**config.mk**
```make
export PLATFORM = sky130hd
export DESIGN_NAME = cpsr_core
export DESIGN_NICKNAME = d
export VERILOG_FILES = /design/src/cpsr_pkg.sv /design/src/cpsr_regmem.sv /design/src/cpsr_core.sv
export SDC_FILE = /design/constraint.sdc
export NUM_CORES = 1
export LEC_CHECK = 0
export BUFFER_PORTS_ARGS = -buffer_cell sky130_fd_sc_hd__buf_2
export CORE_ASPECT_RATIO = 1.4
export CORE_MARGIN = 5
export CORE_UTILIZATION = 55
export CTS_CLUSTER_DIAMETER = 40
export CTS_CLUSTER_SIZE = 10
export DETAILED_ROUTE_END_ITERATION = 8
export PLACE_DENSITY = 0.87
export RECOVER_POWER = 50
export SLEW_MARGIN = 20
export SYNTH_ARGS = -nofsm -noshare
export SYNTH_HDL_FRONTEND = slang
export SYNTH_SLANG_ARGS = --single-unit
```
**constraint.sdc**
```tcl
create_clock -name mclk -period 2.8 [get_ports mclk]
set_input_delay 0.14 -clock mclk [delete_from_list [all_inputs] [get_ports mclk]]
set_output_delay 0.14 -clock mclk [all_outputs]
set_load 0.01 [all_outputs]
```
**src/cpsr_pkg.sv**
```systemverilog
// package: constants, field layout and carriers for the cpu status and register file block
package cpsr_pkg;

	//------------------------------------------------------------
	// widths and counts
	//------------------------------------------------------------
	localparam int REG_COUNT      = 32;
	localparam int REG_AW         = 5;
	localparam int DATA_W         = 8;
	localparam int WORD_W         = 16;
	localparam int DADDR_W        = 16;
	localparam int IOADDR_W       = 6;
	localparam int IRQ_COUNT      = 8;
	localparam int IRQ_IDX_W      = 3;

	//------------------------------------------------------------
	// address map
	//------------------------------------------------------------
	localparam logic [IOADDR_W-1:0] IO_STATUS_FLAGS = 6'h3f;
	localparam logic [DADDR_W-1:0]  DS_IO_BASE      = 16'h0020;
	localparam logic [DADDR_W-1:0]  DS_IO_LAST      = 16'h005f;
	localparam logic [DADDR_W-1:0]  DS_REG_LAST     = 16'h001f;
	localparam logic [REG_AW-1:0]   PTR_X_LOW       = 5'h1a;
	localparam logic [REG_AW-1:0]   PTR_Y_LOW       = 5'h1c;
	localparam logic [REG_AW-1:0]   PTR_Z_LOW       = 5'h1e;
	localparam logic [DATA_W-1:0]   STATUS_RESET    = 8'h00;
	localparam logic [WORD_W-1:0]   STACK_RESET     = 16'h085f;
	localparam logic [WORD_W-1:0]   PC_RESET        = 16'h0000;

	//------------------------------------------------------------
	// status flag bit positions
	//------------------------------------------------------------
	localparam int FLAG_I = 7;
	localparam int FLAG_T = 6;
	localparam int FLAG_H = 5;
	localparam int FLAG_S = 4;
	localparam int FLAG_V = 3;
	localparam int FLAG_N = 2;
	localparam int FLAG_Z = 1;
	localparam int FLAG_C = 0;

	localparam logic [WORD_W-1:0] PC_STEP1 = 16'h0001;
	localparam logic [WORD_W-1:0] PC_STEP2 = 16'h0002;

	//------------------------------------------------------------
	// types
	//------------------------------------------------------------
	// port scheme of one register file access
	typedef enum logic [1:0] {
		CPSR_ONE8_RES8,
		CPSR_TWO8_RES8,
		CPSR_TWO8_RES16,
		CPSR_ONE16_RES16
	} cpsr_scheme_t;

	// global interrupt enable actions
	typedef enum logic [1:0] {
		CPSR_IE_NONE,
		CPSR_IE_SET,
		CPSR_IE_CLEAR
	} cpsr_ie_op_t;

	// flags produced by the alu
	typedef struct packed {
		logic h;
		logic v;
		logic n;
		logic z;
		logic c;
	} cpsr_alu_flags_t;

	// alu result write-back request
	typedef struct packed {
		logic                  valid;
		cpsr_scheme_t          scheme;
		logic [REG_AW-1:0]     dest;
		logic [WORD_W-1:0]     result;
		cpsr_alu_flags_t       flags;
		logic [4:0]            flagMask;
	} cpsr_alu_wb_t;

	// data space / io access
	typedef struct packed {
		logic                  read;
		logic                  write;
		logic                  isIo;
		logic [DADDR_W-1:0]    addr;
		logic [DATA_W-1:0]     wdata;
	} cpsr_mem_req_t;

	// instruction word from program memory
	typedef struct packed {
		logic                  valid;
		logic [WORD_W-1:0]     word;
	} cpsr_fetch_t;

endpackage

```
**src/cpsr_regmem.sv**
```systemverilog
// module: 32 x 8 working register array with two read ports and a paired write port
`timescale 1ns/10ps
module cpsr_regmem
	import cpsr_pkg::*;
#(
	parameter int COUNT = REG_COUNT,
	parameter int AW    = REG_AW
)(
	input  wire logic              mclk,
	input  wire logic              rstn,
	input  wire logic [AW-1:0]     rdAddrA,
	input  wire logic [AW-1:0]     rdAddrB,
	output logic      [DATA_W-1:0] rdDataA,
	output logic      [DATA_W-1:0] rdDataA1,
	output logic      [DATA_W-1:0] rdDataB,
	input  wire logic              wrLow,
	input  wire logic              wrHigh,
	input  wire logic [AW-1:0]     wrAddr,
	input  wire logic [WORD_W-1:0] wrData
);

	logic [DATA_W-1:0] cells [COUNT];
	wire  [AW-1:0]     rdAddrA1 = rdAddrA | AW'(1);
	wire  [AW-1:0]     wrAddr1  = wrAddr | AW'(1);

	//------------------------------------------------------------
	// storage: low and high bytes of a pair land on one edge
	//------------------------------------------------------------
	always_ff @(posedge mclk or negedge rstn)
	begin
		if (!rstn)
		begin
			for (int i = 0; i < COUNT; i++)
				cells[i] <= '0;
		end
		else
		begin
			if (wrLow)
				cells[wrAddr] <= wrData[DATA_W-1:0];
			if (wrHigh)
				cells[wrAddr1] <= wrData[WORD_W-1:DATA_W];
		end
	end

	//------------------------------------------------------------
	// registered reads, no bypass: a write shows on the next read
	//------------------------------------------------------------
	always_ff @(posedge mclk or negedge rstn)
	begin
		if (!rstn)
		begin
			rdDataA  <= '0;
			rdDataA1 <= '0;
			rdDataB  <= '0;
		end
		else
		begin
			rdDataA  <= cells[rdAddrA];
			rdDataA1 <= cells[rdAddrA1];
			rdDataB  <= cells[rdAddrB];
		end
	end

endmodule // cpsr_regmem

```
**src/cpsr_core.sv**
```systemverilog
// module: cpu core state: fetch overlap, register file port schemes, data map, status flags
`timescale 1ns/10ps

// Notes on behaviour
// - fetch the next instruction word while the current one executes
// - thirty-two 8-bit working registers, single cycle access
// - two operands out, result written back, one cycle per operation
// - registers 0x1a..0x1f form three 16-bit pointers, low byte even
// - data addresses 0..31 reach the working registers
// - sixty-four io addresses sit at data addresses 0x20..0x5f
// - direct io uses 0x00..0x3f, data space adds 0x20
// - status flags at io 0x3f, data 0x5f, reset 0x00, read/write except sign bit, which follows N xor V
// - no interrupt taken while global enable is clear
// - taking an interrupt clears global enable, return sets it
// - dedicated instructions set and clear global enable
// - bit store copies register bit to flag, bit load copies back
// - sign flag always equals negative xor overflow
// - half carry records carry out of low nibble
// - overflow marks two's complement overflow
// - negative, zero and carry flags mark result properties
// - flags selected by flagMask updated after every alu operation
// - lowest vector number wins among pending interrupts
// - four port schemes: 8/8, 8+8/8, 8+8/16, 16/16
// - return address pushed on stack in data sram
// - instructions are one or two 16-bit words
// - stack grows downward, push decrements the pointer
module cpsr_core
	import cpsr_pkg::*;
#(
	parameter int IRQS = IRQ_COUNT
)(
	input  wire logic                  mclk,
	input  wire logic                  rstn,
	// program memory
	input  wire cpsr_fetch_t           fetchIn,
	input  wire logic                  fetchTwoWord,
	output logic       [WORD_W-1:0]    fetchAddr,
	output logic       [WORD_W-1:0]    instrWord,
	output logic                       instrValid,
	// operand selection and alu write-back
	input  wire logic [REG_AW-1:0]     srcA,
	input  wire logic [REG_AW-1:0]     srcB,
	input  wire cpsr_alu_wb_t          aluWb,
	output logic       [WORD_W-1:0]    operandA,
	output logic       [DATA_W-1:0]    operandB,
	// bit copy instructions
	input  wire logic                  bitStore,
	input  wire logic                  bitLoad,
	input  wire logic [2:0]            bitSel,
	input  wire logic [REG_AW-1:0]     bitReg,
	// interrupt enable instructions and requests
	input  wire cpsr_ie_op_t           ieOp,
	input  wire logic                  returnFromInterrupt,
	input  wire logic [IRQS-1:0]       irqPending,
	output logic                       irqTaken,
	output logic       [IRQ_IDX_W-1:0] irqVector,
	// data space and io access
	input  wire cpsr_mem_req_t         memReq,
	output logic       [DATA_W-1:0]    memRdata,
	output logic                       sramPush,
	output logic       [WORD_W-1:0]    sramPushAddr,
	output logic       [WORD_W-1:0]    sramPushData,
	output logic       [WORD_W-1:0]    pointerX,
	output logic       [WORD_W-1:0]    pointerY,
	output logic       [WORD_W-1:0]    pointerZ,
	output logic       [DATA_W-1:0]    cpuStatusFlags
);

	//------------------------------------------------------------
	// helper functions
	//------------------------------------------------------------
	function automatic logic [IRQ_IDX_W-1:0] lowestSet(input logic [IRQS-1:0] v);
		logic [IRQ_IDX_W-1:0] idx;
		idx = '0;
		for (int i = IRQS - 1; i >= 0; i--)
			if (v[i])
				idx = IRQ_IDX_W'(i);
		return idx;
	endfunction

	function automatic logic [DATA_W-1:0] setBit(input logic [DATA_W-1:0] v, input logic [2:0] sel,
		input logic b);
		logic [DATA_W-1:0] r;
		r = v;
		r[sel] = b;
		return r;
	endfunction

	//------------------------------------------------------------
	// state
	//------------------------------------------------------------
	logic [WORD_W-1:0]  pc;
	logic [WORD_W-1:0]  stackTopPointer;
	logic [DATA_W-1:0]  next_status;
	logic [DATA_W-1:0]  rdA;
	logic [DATA_W-1:0]  rdA1;
	logic [DATA_W-1:0]  rdB;
	logic               wrLow;
	logic               wrHigh;
	logic [REG_AW-1:0]  wrAddr;
	logic [WORD_W-1:0]  wrData;
	logic               bitLoadPend;
	logic [2:0]         bitLoadSel;
	logic [REG_AW-1:0]  bitLoadReg;

	//------------------------------------------------------------
	// address decode
	//------------------------------------------------------------
	wire  [DADDR_W-1:0] dsAddr     = memReq.isIo ? memReq.addr + DS_IO_BASE : memReq.addr;
	wire                dsIsReg    = dsAddr <= DS_REG_LAST;
	wire                dsIsIo     = dsAddr >= DS_IO_BASE && dsAddr <= DS_IO_LAST;
	wire  [IOADDR_W-1:0] ioOff     = IOADDR_W'(dsAddr - DS_IO_BASE);
	wire                hitStatus  = dsIsIo && ioOff == IO_STATUS_FLAGS;
	wire                memWrReg   = memReq.write && dsIsReg;
	wire                memWrStat  = memReq.write && hitStatus;
	wire  [REG_AW-1:0]  memRegIdx  = REG_AW'(dsAddr);

	//------------------------------------------------------------
	// interrupt selection
	//------------------------------------------------------------
	wire                irqAccept  = cpuStatusFlags[FLAG_I] && (|irqPending);
	wire  [IRQ_IDX_W-1:0] irqIdx   = lowestSet(irqPending);

	//------------------------------------------------------------
	// register file write port selection
	//------------------------------------------------------------
	wire                aluWide    = aluWb.scheme == CPSR_TWO8_RES16 ||
	                                 aluWb.scheme == CPSR_ONE16_RES16;
	wire  [DATA_W-1:0]  bitLoadVal = setBit(rdB, bitLoadSel, cpuStatusFlags[FLAG_T]);

	always_comb
	begin
		wrLow  = 1'b0;
		wrHigh = 1'b0;
		wrAddr = '0;
		wrData = '0;
		if (aluWb.valid)
		begin
			wrLow  = 1'b1;
			wrHigh = aluWide;
			wrAddr = aluWide ? {aluWb.dest[REG_AW-1:1], 1'b0} : aluWb.dest;
			wrData = aluWb.result;
		end
		else if (bitLoadPend)
		begin
			wrLow  = 1'b1;
			wrAddr = bitLoadReg;
			wrData = {{(WORD_W-DATA_W){1'b0}}, bitLoadVal};
		end
		else if (memWrReg)
		begin
			wrLow  = 1'b1;
			wrAddr = memRegIdx;
			wrData = {{(WORD_W-DATA_W){1'b0}}, memReq.wdata};
		end
	end

	// read port b serves the bit copy register, then a data-space register read, otherwise the second operand
	wire  [REG_AW-1:0]  portBAddr  = bitStore ? bitReg : (bitLoad ? bitReg :
	                                 (memReq.read && dsIsReg ? memRegIdx : srcB));

	cpsr_regmem #(
		.COUNT (REG_COUNT),
		.AW    (REG_AW)
	) u_regmem (
		.mclk     (mclk),
		.rstn     (rstn),
		.rdAddrA  (srcA),
		.rdAddrB  (portBAddr),
		.rdDataA  (rdA),
		.rdDataA1 (rdA1),
		.rdDataB  (rdB),
		.wrLow    (wrLow),
		.wrHigh   (wrHigh),
		.wrAddr   (wrAddr),
		.wrData   (wrData)
	);

	//------------------------------------------------------------
	// status flags next value
	//------------------------------------------------------------
	logic bitStorePend;
	logic [2:0] bitStoreSel;

	always_comb
	begin
		next_status = cpuStatusFlags;
		if (memWrStat)
			next_status = memReq.wdata;
		if (aluWb.valid)
		begin
			if (aluWb.flagMask[4]) next_status[FLAG_H] = aluWb.flags.h;
			if (aluWb.flagMask[3]) next_status[FLAG_V] = aluWb.flags.v;
			if (aluWb.flagMask[2]) next_status[FLAG_N] = aluWb.flags.n;
			if (aluWb.flagMask[1]) next_status[FLAG_Z] = aluWb.flags.z;
			if (aluWb.flagMask[0]) next_status[FLAG_C] = aluWb.flags.c;
		end
		if (bitStorePend)
			next_status[FLAG_T] = rdB[bitStoreSel];
		if (ieOp == CPSR_IE_SET || returnFromInterrupt)
			next_status[FLAG_I] = 1'b1;
		else if (ieOp == CPSR_IE_CLEAR)
			next_status[FLAG_I] = 1'b0;
		if (irqAccept)
			next_status[FLAG_I] = 1'b0;
		next_status[FLAG_S] = next_status[FLAG_N] ^ next_status[FLAG_V];
	end

	//------------------------------------------------------------
	// fetch overlap and program counter
	//------------------------------------------------------------
	wire  [WORD_W-1:0]  pcStep     = fetchTwoWord ? PC_STEP2 : PC_STEP1;
	wire  [WORD_W-1:0]  next_pc    = irqAccept ? WORD_W'(irqIdx) :
	                                 (fetchIn.valid ? pc + pcStep : pc);

	always_ff @(posedge mclk or negedge rstn)
	begin
		if (!rstn)
		begin
			pc         <= PC_RESET;
			fetchAddr  <= PC_RESET;
			instrWord  <= '0;
			instrValid <= 1'b0;
		end
		else
		begin
			pc         <= next_pc;
			fetchAddr  <= next_pc;
			instrWord  <= fetchIn.word;
			instrValid <= fetchIn.valid && !irqAccept;
		end
	end

	//------------------------------------------------------------
	// status, bit copy and interrupt state
	//------------------------------------------------------------
	always_ff @(posedge mclk or negedge rstn)
	begin
		if (!rstn)
		begin
			cpuStatusFlags <= STATUS_RESET;
			bitStorePend   <= 1'b0;
			bitStoreSel    <= '0;
			bitLoadPend    <= 1'b0;
			bitLoadSel     <= '0;
			bitLoadReg     <= '0;
			irqTaken       <= 1'b0;
			irqVector      <= '0;
		end
		else
		begin
			cpuStatusFlags <= next_status;
			bitStorePend   <= bitStore;
			bitStoreSel    <= bitSel;
			bitLoadPend    <= bitLoad;
			bitLoadSel     <= bitSel;
			bitLoadReg     <= bitReg;
			irqTaken       <= irqAccept;
			irqVector      <= irqIdx;
		end
	end

	//------------------------------------------------------------
	// stack push of return address
	//------------------------------------------------------------
	always_ff @(posedge mclk or negedge rstn)
	begin
		if (!rstn)
		begin
			stackTopPointer <= STACK_RESET;
			sramPush        <= 1'b0;
			sramPushAddr    <= STACK_RESET;
			sramPushData    <= '0;
		end
		else
		begin
			sramPush <= irqAccept;
			if (irqAccept)
			begin
				sramPushAddr    <= stackTopPointer;
				sramPushData    <= pc;
				stackTopPointer <= stackTopPointer - PC_STEP2;
			end
		end
	end

	//------------------------------------------------------------
	// operands, read data and pointer pairs
	//------------------------------------------------------------
	logic               rdWasStatus;
	logic               rdWasReg;

	always_ff @(posedge mclk or negedge rstn)
	begin
		if (!rstn)
		begin
			rdWasStatus <= 1'b0;
			rdWasReg    <= 1'b0;
			pointerX    <= '0;
			pointerY    <= '0;
			pointerZ    <= '0;
		end
		else
		begin
			rdWasStatus <= memReq.read && hitStatus;
			rdWasReg    <= memReq.read && dsIsReg;
			if (wrLow && wrAddr == PTR_X_LOW)
				pointerX <= wrHigh ? wrData : {pointerX[WORD_W-1:DATA_W], wrData[DATA_W-1:0]};
			else if (wrLow && wrAddr == (PTR_X_LOW | REG_AW'(1)))
				pointerX <= {wrData[DATA_W-1:0], pointerX[DATA_W-1:0]};
			if (wrLow && wrAddr == PTR_Y_LOW)
				pointerY <= wrHigh ? wrData : {pointerY[WORD_W-1:DATA_W], wrData[DATA_W-1:0]};
			else if (wrLow && wrAddr == (PTR_Y_LOW | REG_AW'(1)))
				pointerY <= {wrData[DATA_W-1:0], pointerY[DATA_W-1:0]};
			if (wrLow && wrAddr == PTR_Z_LOW)
				pointerZ <= wrHigh ? wrData : {pointerZ[WORD_W-1:DATA_W], wrData[DATA_W-1:0]};
			else if (wrLow && wrAddr == (PTR_Z_LOW | REG_AW'(1)))
				pointerZ <= {wrData[DATA_W-1:0], pointerZ[DATA_W-1:0]};
		end
	end

	// one-cycle registered view of memory read data and operands
	always_ff @(posedge mclk or negedge rstn)
	begin
		if (!rstn)
		begin
			memRdata <= '0;
			operandA <= '0;
			operandB <= '0;
		end
		else
		begin
			memRdata <= rdWasStatus ? cpuStatusFlags : (rdWasReg ? rdB : '0);
			operandA <= {rdA1, rdA};
			operandB <= rdB;
		end
	end

endmodule // cpsr_core

```
* After elaboration in Yosys (flattened, before gate mapping) *
Cells that the tools add are included.

storage, ports and cells
  bits in latches = 0
  output and inout bits = 158
  flip-flop bits (word level) = 465
  RAM bits = 0
  input bits = 112
  logic and storage cells = 196
  ROM bits = 0
  memories kept = 0

operators by class
  divide/modulo/power cells = 0
  bitwise operators = 6
  multiplexer cells = 69
  add/sub/neg operators = 4
  multiply operators = 0
  eq/ne operators = 14
  shift operators = 0
  reductions and logical operators = 30
  order comparisons = 12

operators by type and width
  cell                                                                                   count
  256-bit bitwise mux                                                                    2
  256-bit 2-to-1 mux                                                                     2
  16-bit 2-to-1 mux                                                                      11
  8-bit binary-select mux with 5-bit select                                              3
  8-bit 2-to-1 mux                                                                       13
  8-bit demux with 5-bit select                                                          2
  5-bit == test (second input constant)                                                  6
  6-bit greater-or-equal comparator (second input constant)                              5
  5-bit 2-to-1 mux                                                                       6
  5-bit NOT with 6-bit output                                                            5
  3-bit 2-to-1 mux                                                                       8
  1-bit logical AND                                                                      17
  1-bit 2-to-1 mux                                                                       17
  16-bit by 2-bit adder with 16-bit output                                               1
  16-bit by 6-bit adder with 16-bit output (second input constant)                       1
  16-bit by 6-bit greater-or-equal comparator with 1-bit output (second input constant)  1
  16-bit by 5-bit less-or-equal comparator with 1-bit output (second input constant)     1
  16-bit by 7-bit less-or-equal comparator with 1-bit output (second input constant)     1
  16-bit by 2-bit subtractor with 16-bit output (second input constant)                  1
  6-bit by 1-bit < comparator with 1-bit output (second input constant)                  2
  2-bit nonzero test                                                                     5
  8-bit bitwise mux                                                                      1
  8-bit OR reduction                                                                     1
  2-bit == test (second input constant)                                                  3
  15 further kinds                                                                       20

* Longest topological paths before layout *
  depth in word-level cells = 16
  gate-level depth with buffers = 12
  depth with buffers taken out = 10

* Hierarchy *
A second synthesis with hierarchy kept.

unflattened totals
  cell total of the unflattened synthesis = 1975
  area total of the unflattened synthesis = 23630.2 um2

by module, submodules not included
  module       cells each  seq. area each (um2)  instances  area each (um2)
  cpsr_regmem  1245        7006.7                1          15736.3
  cpsr_core    730         4594.4                1          7893.8

* Worst setup path before layout *
OpenSTA, ideal clock, no wires.

  path type = input -> register
  start = input port memReq[13] (netlist name)
  end = register with a tool-made name
  setup slack = -0.010 ns
  library setup time = 0.125 ns
  cell stages on the path = 10
  data arrival time = 2.685 ns
  required time = 2.675 ns
  path buffers = 0
  cell sequence = ha_1 and3b_1 o21ai_0 a22oi_4 a32oi_1 o21ai_4 nor3_2 inv_1 nor2_2 mux2_2

RTL lines
  element             line             RTL
  start: declaration  cpsr_core.sv:58  input wire cpsr_mem_req_t memReq,

* Final worst setup path *
  start = input port memReq[14] (netlist name)
  end = register u_regmem.rdDataB[1]

between the ends
  cells in the longest elaborated chain, start to end = 11

RTL lines
  element                                                         line               RTL
  16-bit by 6-bit adder with 16-bit output                        cpsr_core.sv:109   wire [DADDR_W-1:0] dsAddr = memReq.isIo ? memReq.addr + DS_IO_BASE : memReq.addr;
  16-bit 2-to-1 mux (*)                                           cpsr_core.sv:109
  16-bit by 5-bit less-or-equal comparator with 1-bit output (*)  cpsr_core.sv:110   wire dsIsReg = dsAddr <= DS_REG_LAST;
  1-bit logical AND (*)                                           cpsr_core.sv:160   (memReq.read && dsIsReg ? memRegIdx : srcB));
  5-bit 2-to-1 mux (*)                                            cpsr_core.sv:160
  5-bit 2-to-1 mux (*) (2 in a row)                               cpsr_core.sv:159   wire [REG_AW-1:0] portBAddr = bitStore ? bitReg : (bitLoad ? bitReg :
  5-bit NOT with 6-bit output (not written as such) (*)           cpsr_regmem.sv:60  rdDataB <= cells[rdAddrB];
  8-bit binary-select mux with 5-bit select (*)                   cpsr_regmem.sv:60
  8-bit 2-to-1 mux (not written as such) (*) (2 in a row)         cpsr_regmem.sv:60
  end signal: assignment                                          cpsr_regmem.sv:60
  end: declaration                                                cpsr_regmem.sv:15  output logic [DATA_W-1:0] rdDataB,

Every way passes the cells marked *; elsewhere a longest branch is shown, timed or not. The select of a mux whose other input is x is not followed.
A chain may end at the register's enable or synchronous reset.

==> results.toml <==
[run_status]
status = "finished with violations"
violations = "capacitance limit, slew limit"

[routing]
drtAntennaViolNets = 0
vias = 20100
wire_per_inst_um = 29.5
drcViolationCount = 0
drtPass1Iterations = 5
wirelength_mm = 91.3
drt_iter0_drc = 2151
vias_per_cell = 6.50

[cts]
clock_sinks = 463
clock_path_buffers = 3
cts_buffers = 59
h-tree-depth = 2
clk-insertion-delay-late_ns = 0.61
cts_tree = "yes"
root_buffer = "clkbuf_16"
clk_pin_slew_worst_paths_ns = 0.05

[worst_setup_path]
cp.required_ns = 3.30
worstSetupPathType = "in -> reg"
critPathLaunchType = "primary input"
end_kind = "register"
cp_max_fo = 16
cp.arrival_ns = 3.22
worst-r2r-setup-slack_ns = 0.10

[grt]
grt_pass1_vias = 20600
grt.total_usage = 0.397
antenna_found_initial = 2
grt_pass1_wl_mm = 135
grt-ovfl-total = 0
grt_max_degree = 86

[timing]
fin_tns_setup_ns = 0
fmax_mhz = 368
post-route-period-util = 0.971
relSlewSlack = -0.573
setup_viol = 0
slew_violations = 82
skew_ns = 0.0259
fin_crit_ns = 2.72
hold_ws_ns = 0.0102
worst_slew_pin_slew_ns = 2.36
hold_viol_final = 0

[power_and_ir_drop]
ir_worst_vdd_mv = 0.647
combPwrFrac = 0.247
p_sw_mw = 7.41
power.share.clock = 0.309
p_sw_frac = 0.331
power.leakage_nw = 13.9
powerDensity_nw_per_um2 = 780
seq_power_share = 0.444
p_int_mw = 15.0

[floorplan]
num_rows = 87
coreArea_um2 = 40400
die_w_um = 181
ios = 270
initial_utilization = 0.559
die_y_um = 250
die-area_um2 = 45200

[cells_and_area]
fillers = 2798
layout-drive-gt1-share = 0.326
post-route-util = 0.710
fin_nets = 2647
area_growth_pct = 27.1

[logic_synthesis]
synth_area_um2 = 22600
synth_edf_count = 0
avgSynthCellArea_um2 = 11.0
synth_compound_gate_area_share = 0.136
ys.flop_type = "dfrtp_1"
synth_top_family_by_area = "multiplexers"
async_reset_ff_frac = 1.00
syn_inst = 2042
ys_warn_count = 0
synth.top_cell.area_share = 0.500
ys_ff_latch = 463
yosys.area_share.simple = 0.144
yosysMostFrequentCell = "dfrtp_1"
yosysTopAreaCell = "dfrtp_1"
synth.distinct_cells = 75
synthXorXnorAreaFrac = 0.00893
synthAdderAreaFrac = 0.00355
syn-num-nets = 2159
yosysSeqAreaShare = 0.514
synth_mux_area_frac = 0.162
synth_area_leaders = "dfrtp_1 (50%), nand2_1 (7.2%), mux2_2 (6.5%)"
netlist_top_cells_count = "dfrtp_1 (451), nand2_1 (432), mux2_2 (131), a22o_1 (121), clkbuf_1 (95)"

[job]
cap_violations = 1

[place]
gp_congestion = 0.990
hpwl_mm = 67.3
port_buffers = 267

[worst_hold_path]
hp-class = "in -> reg"
kinds of logic after synthesis:
| kind of cell | count (synthesis) |
|---|---|
| buf+inv | 158 |
| fa+ha+maj | 6 |
| xor+xnor | 23 |
| compound gates | 401 |
| simple gates | 704 |
| mux | 286 |
| flops | 463 |
| other cells | 1 |
path summary, 6_finish.rpt:
path / start / endpoint / cells past startpoint
hold / removal: aluWb[2] / cpuStatusFlags[4]$_DFF_PN0_ / 4
setup reg to reg: bitLoadPend$_DFF_PN0_ / pointerZ[8]$_DFFE_PN0P_ / 9
setup / recovery: memReq[14] / u_regmem.rdDataB[1]$_DFF_PN0_ / 14
max in group asynchronous: rstn / pointerY[4]$_DFFE_PN0P_ / 3
hold reg to reg: u_regmem.rdDataA1[1]$_DFF_PN0_ / operandA[9]$_DFF_PN0_ / 0
min in group asynchronous: rstn / instrWord[11]$_DFF_PN0_ / 2
worst max-delay path, stage by stage:
cell and delay (ns):
buf_2 0.11, or3_1 0.38, a211o_1 0.32, a221o_1 0.41
buf_4 0.17, a311oi_4 0.31, buf_12 0.23, buf_4 0.16
nand2_1 0.05, and3_1 0.23, a31oi_1 0.16, o22ai_1 0.15
buf_4 0.16, nor4_2 0.21
final cells by class:
type	count	area, um^2	share of cell area
well taps	534	668	0.0233
inverters	18	67.6	0.00236
clock inverters	15	144	0.00502
clock buffers	77	1590	0.0553
repair buffers	567	4270	0.149
multi-input cells	1421	10300	0.360
diodes	1	2.50	0.0000873
flip-flops and latches	463	11600	0.405
power by group through the flow:
stage                     clock, mW  combinational (mW)  sequential (mW)
after floorplan                   0                2.99             9.46
after global placement            0                5.22             9.84
after detailed placement          0                5.36             9.92
after CTS                      6.93                5.48             9.83
after global routing           7.25                5.90             10.0
final                          6.90                5.53             9.94
placed cells by master, fill, tap and decap left out, types with 17 or more instances in the layout:
cell | synthesis | final
a21o_1 | 34 | 34
a21oi_1 | 45 | 45
a221oi_1 | 26 | 25
a22o_1 | 121 | 121
a31oi_1 | 44 | 40
and3_1 | 48 | 48
buf_12 | 0 | 47
buf_2 | 23 | 241
buf_4 | 7 | 189
clkbuf_1 | 95 | 39
clkbuf_16 | 0 | 60
dfrtp_1 | 451 | 451
dlygate4sd3_1 | 0 | 55
inv_1 | 18 | 18
mux2_2 | 131 | 131
mux2_4 | 20 | 20
mux2i_1 | 83 | 83
mux4_2 | 41 | 41
nand2_1 | 432 | 432
nand3_1 | 50 | 50
nor2_1 | 64 | 63
nor2b_1 | 18 | 17
o21ai_0 | 40 | 31
o22ai_1 | 24 | 24
metal layers:
metal / track usage / part of all wire / up-vias
met5: 0 / 0.00013 / -
met4: 0.288 / 0.098 / 2
met3: 0.0693 / 0.075 / 395
met2: 0.660 / 0.48 / 1347
met1: 0.461 / 0.34 / 9990
li1: - / - / 8377
per-stage QoR:
| stage | area (um^2) | worst slack, ns | power (mW) | std cells |
|---|---|---|---|---|
| 3_3_place_gp | 26400 | -0.521 | 15.1 | 2947 |
| 2_1_floorplan | 22600 | -0.00953 | 12.5 | 2042 |
| 6_report | 28700 | 0.0821 | 22.4 | 3096 |
| 5_1_grt | 28700 | -0.00135 | 23.2 | 3095 |
| 4_1_cts | 28700 | 0.0147 | 22.2 | 3094 |
| 3_5_place_dp | 26400 | -0.583 | 15.3 | 2947 |
timing repair:
item,4_1_cts,5_1_grt
gates resized for setup,0,7
hold endpoints to repair,113,0
setup endpoints to repair,0,8
buffers inserted,0,1
hold buffers,55,0
(Power assumes the default switching activity.)
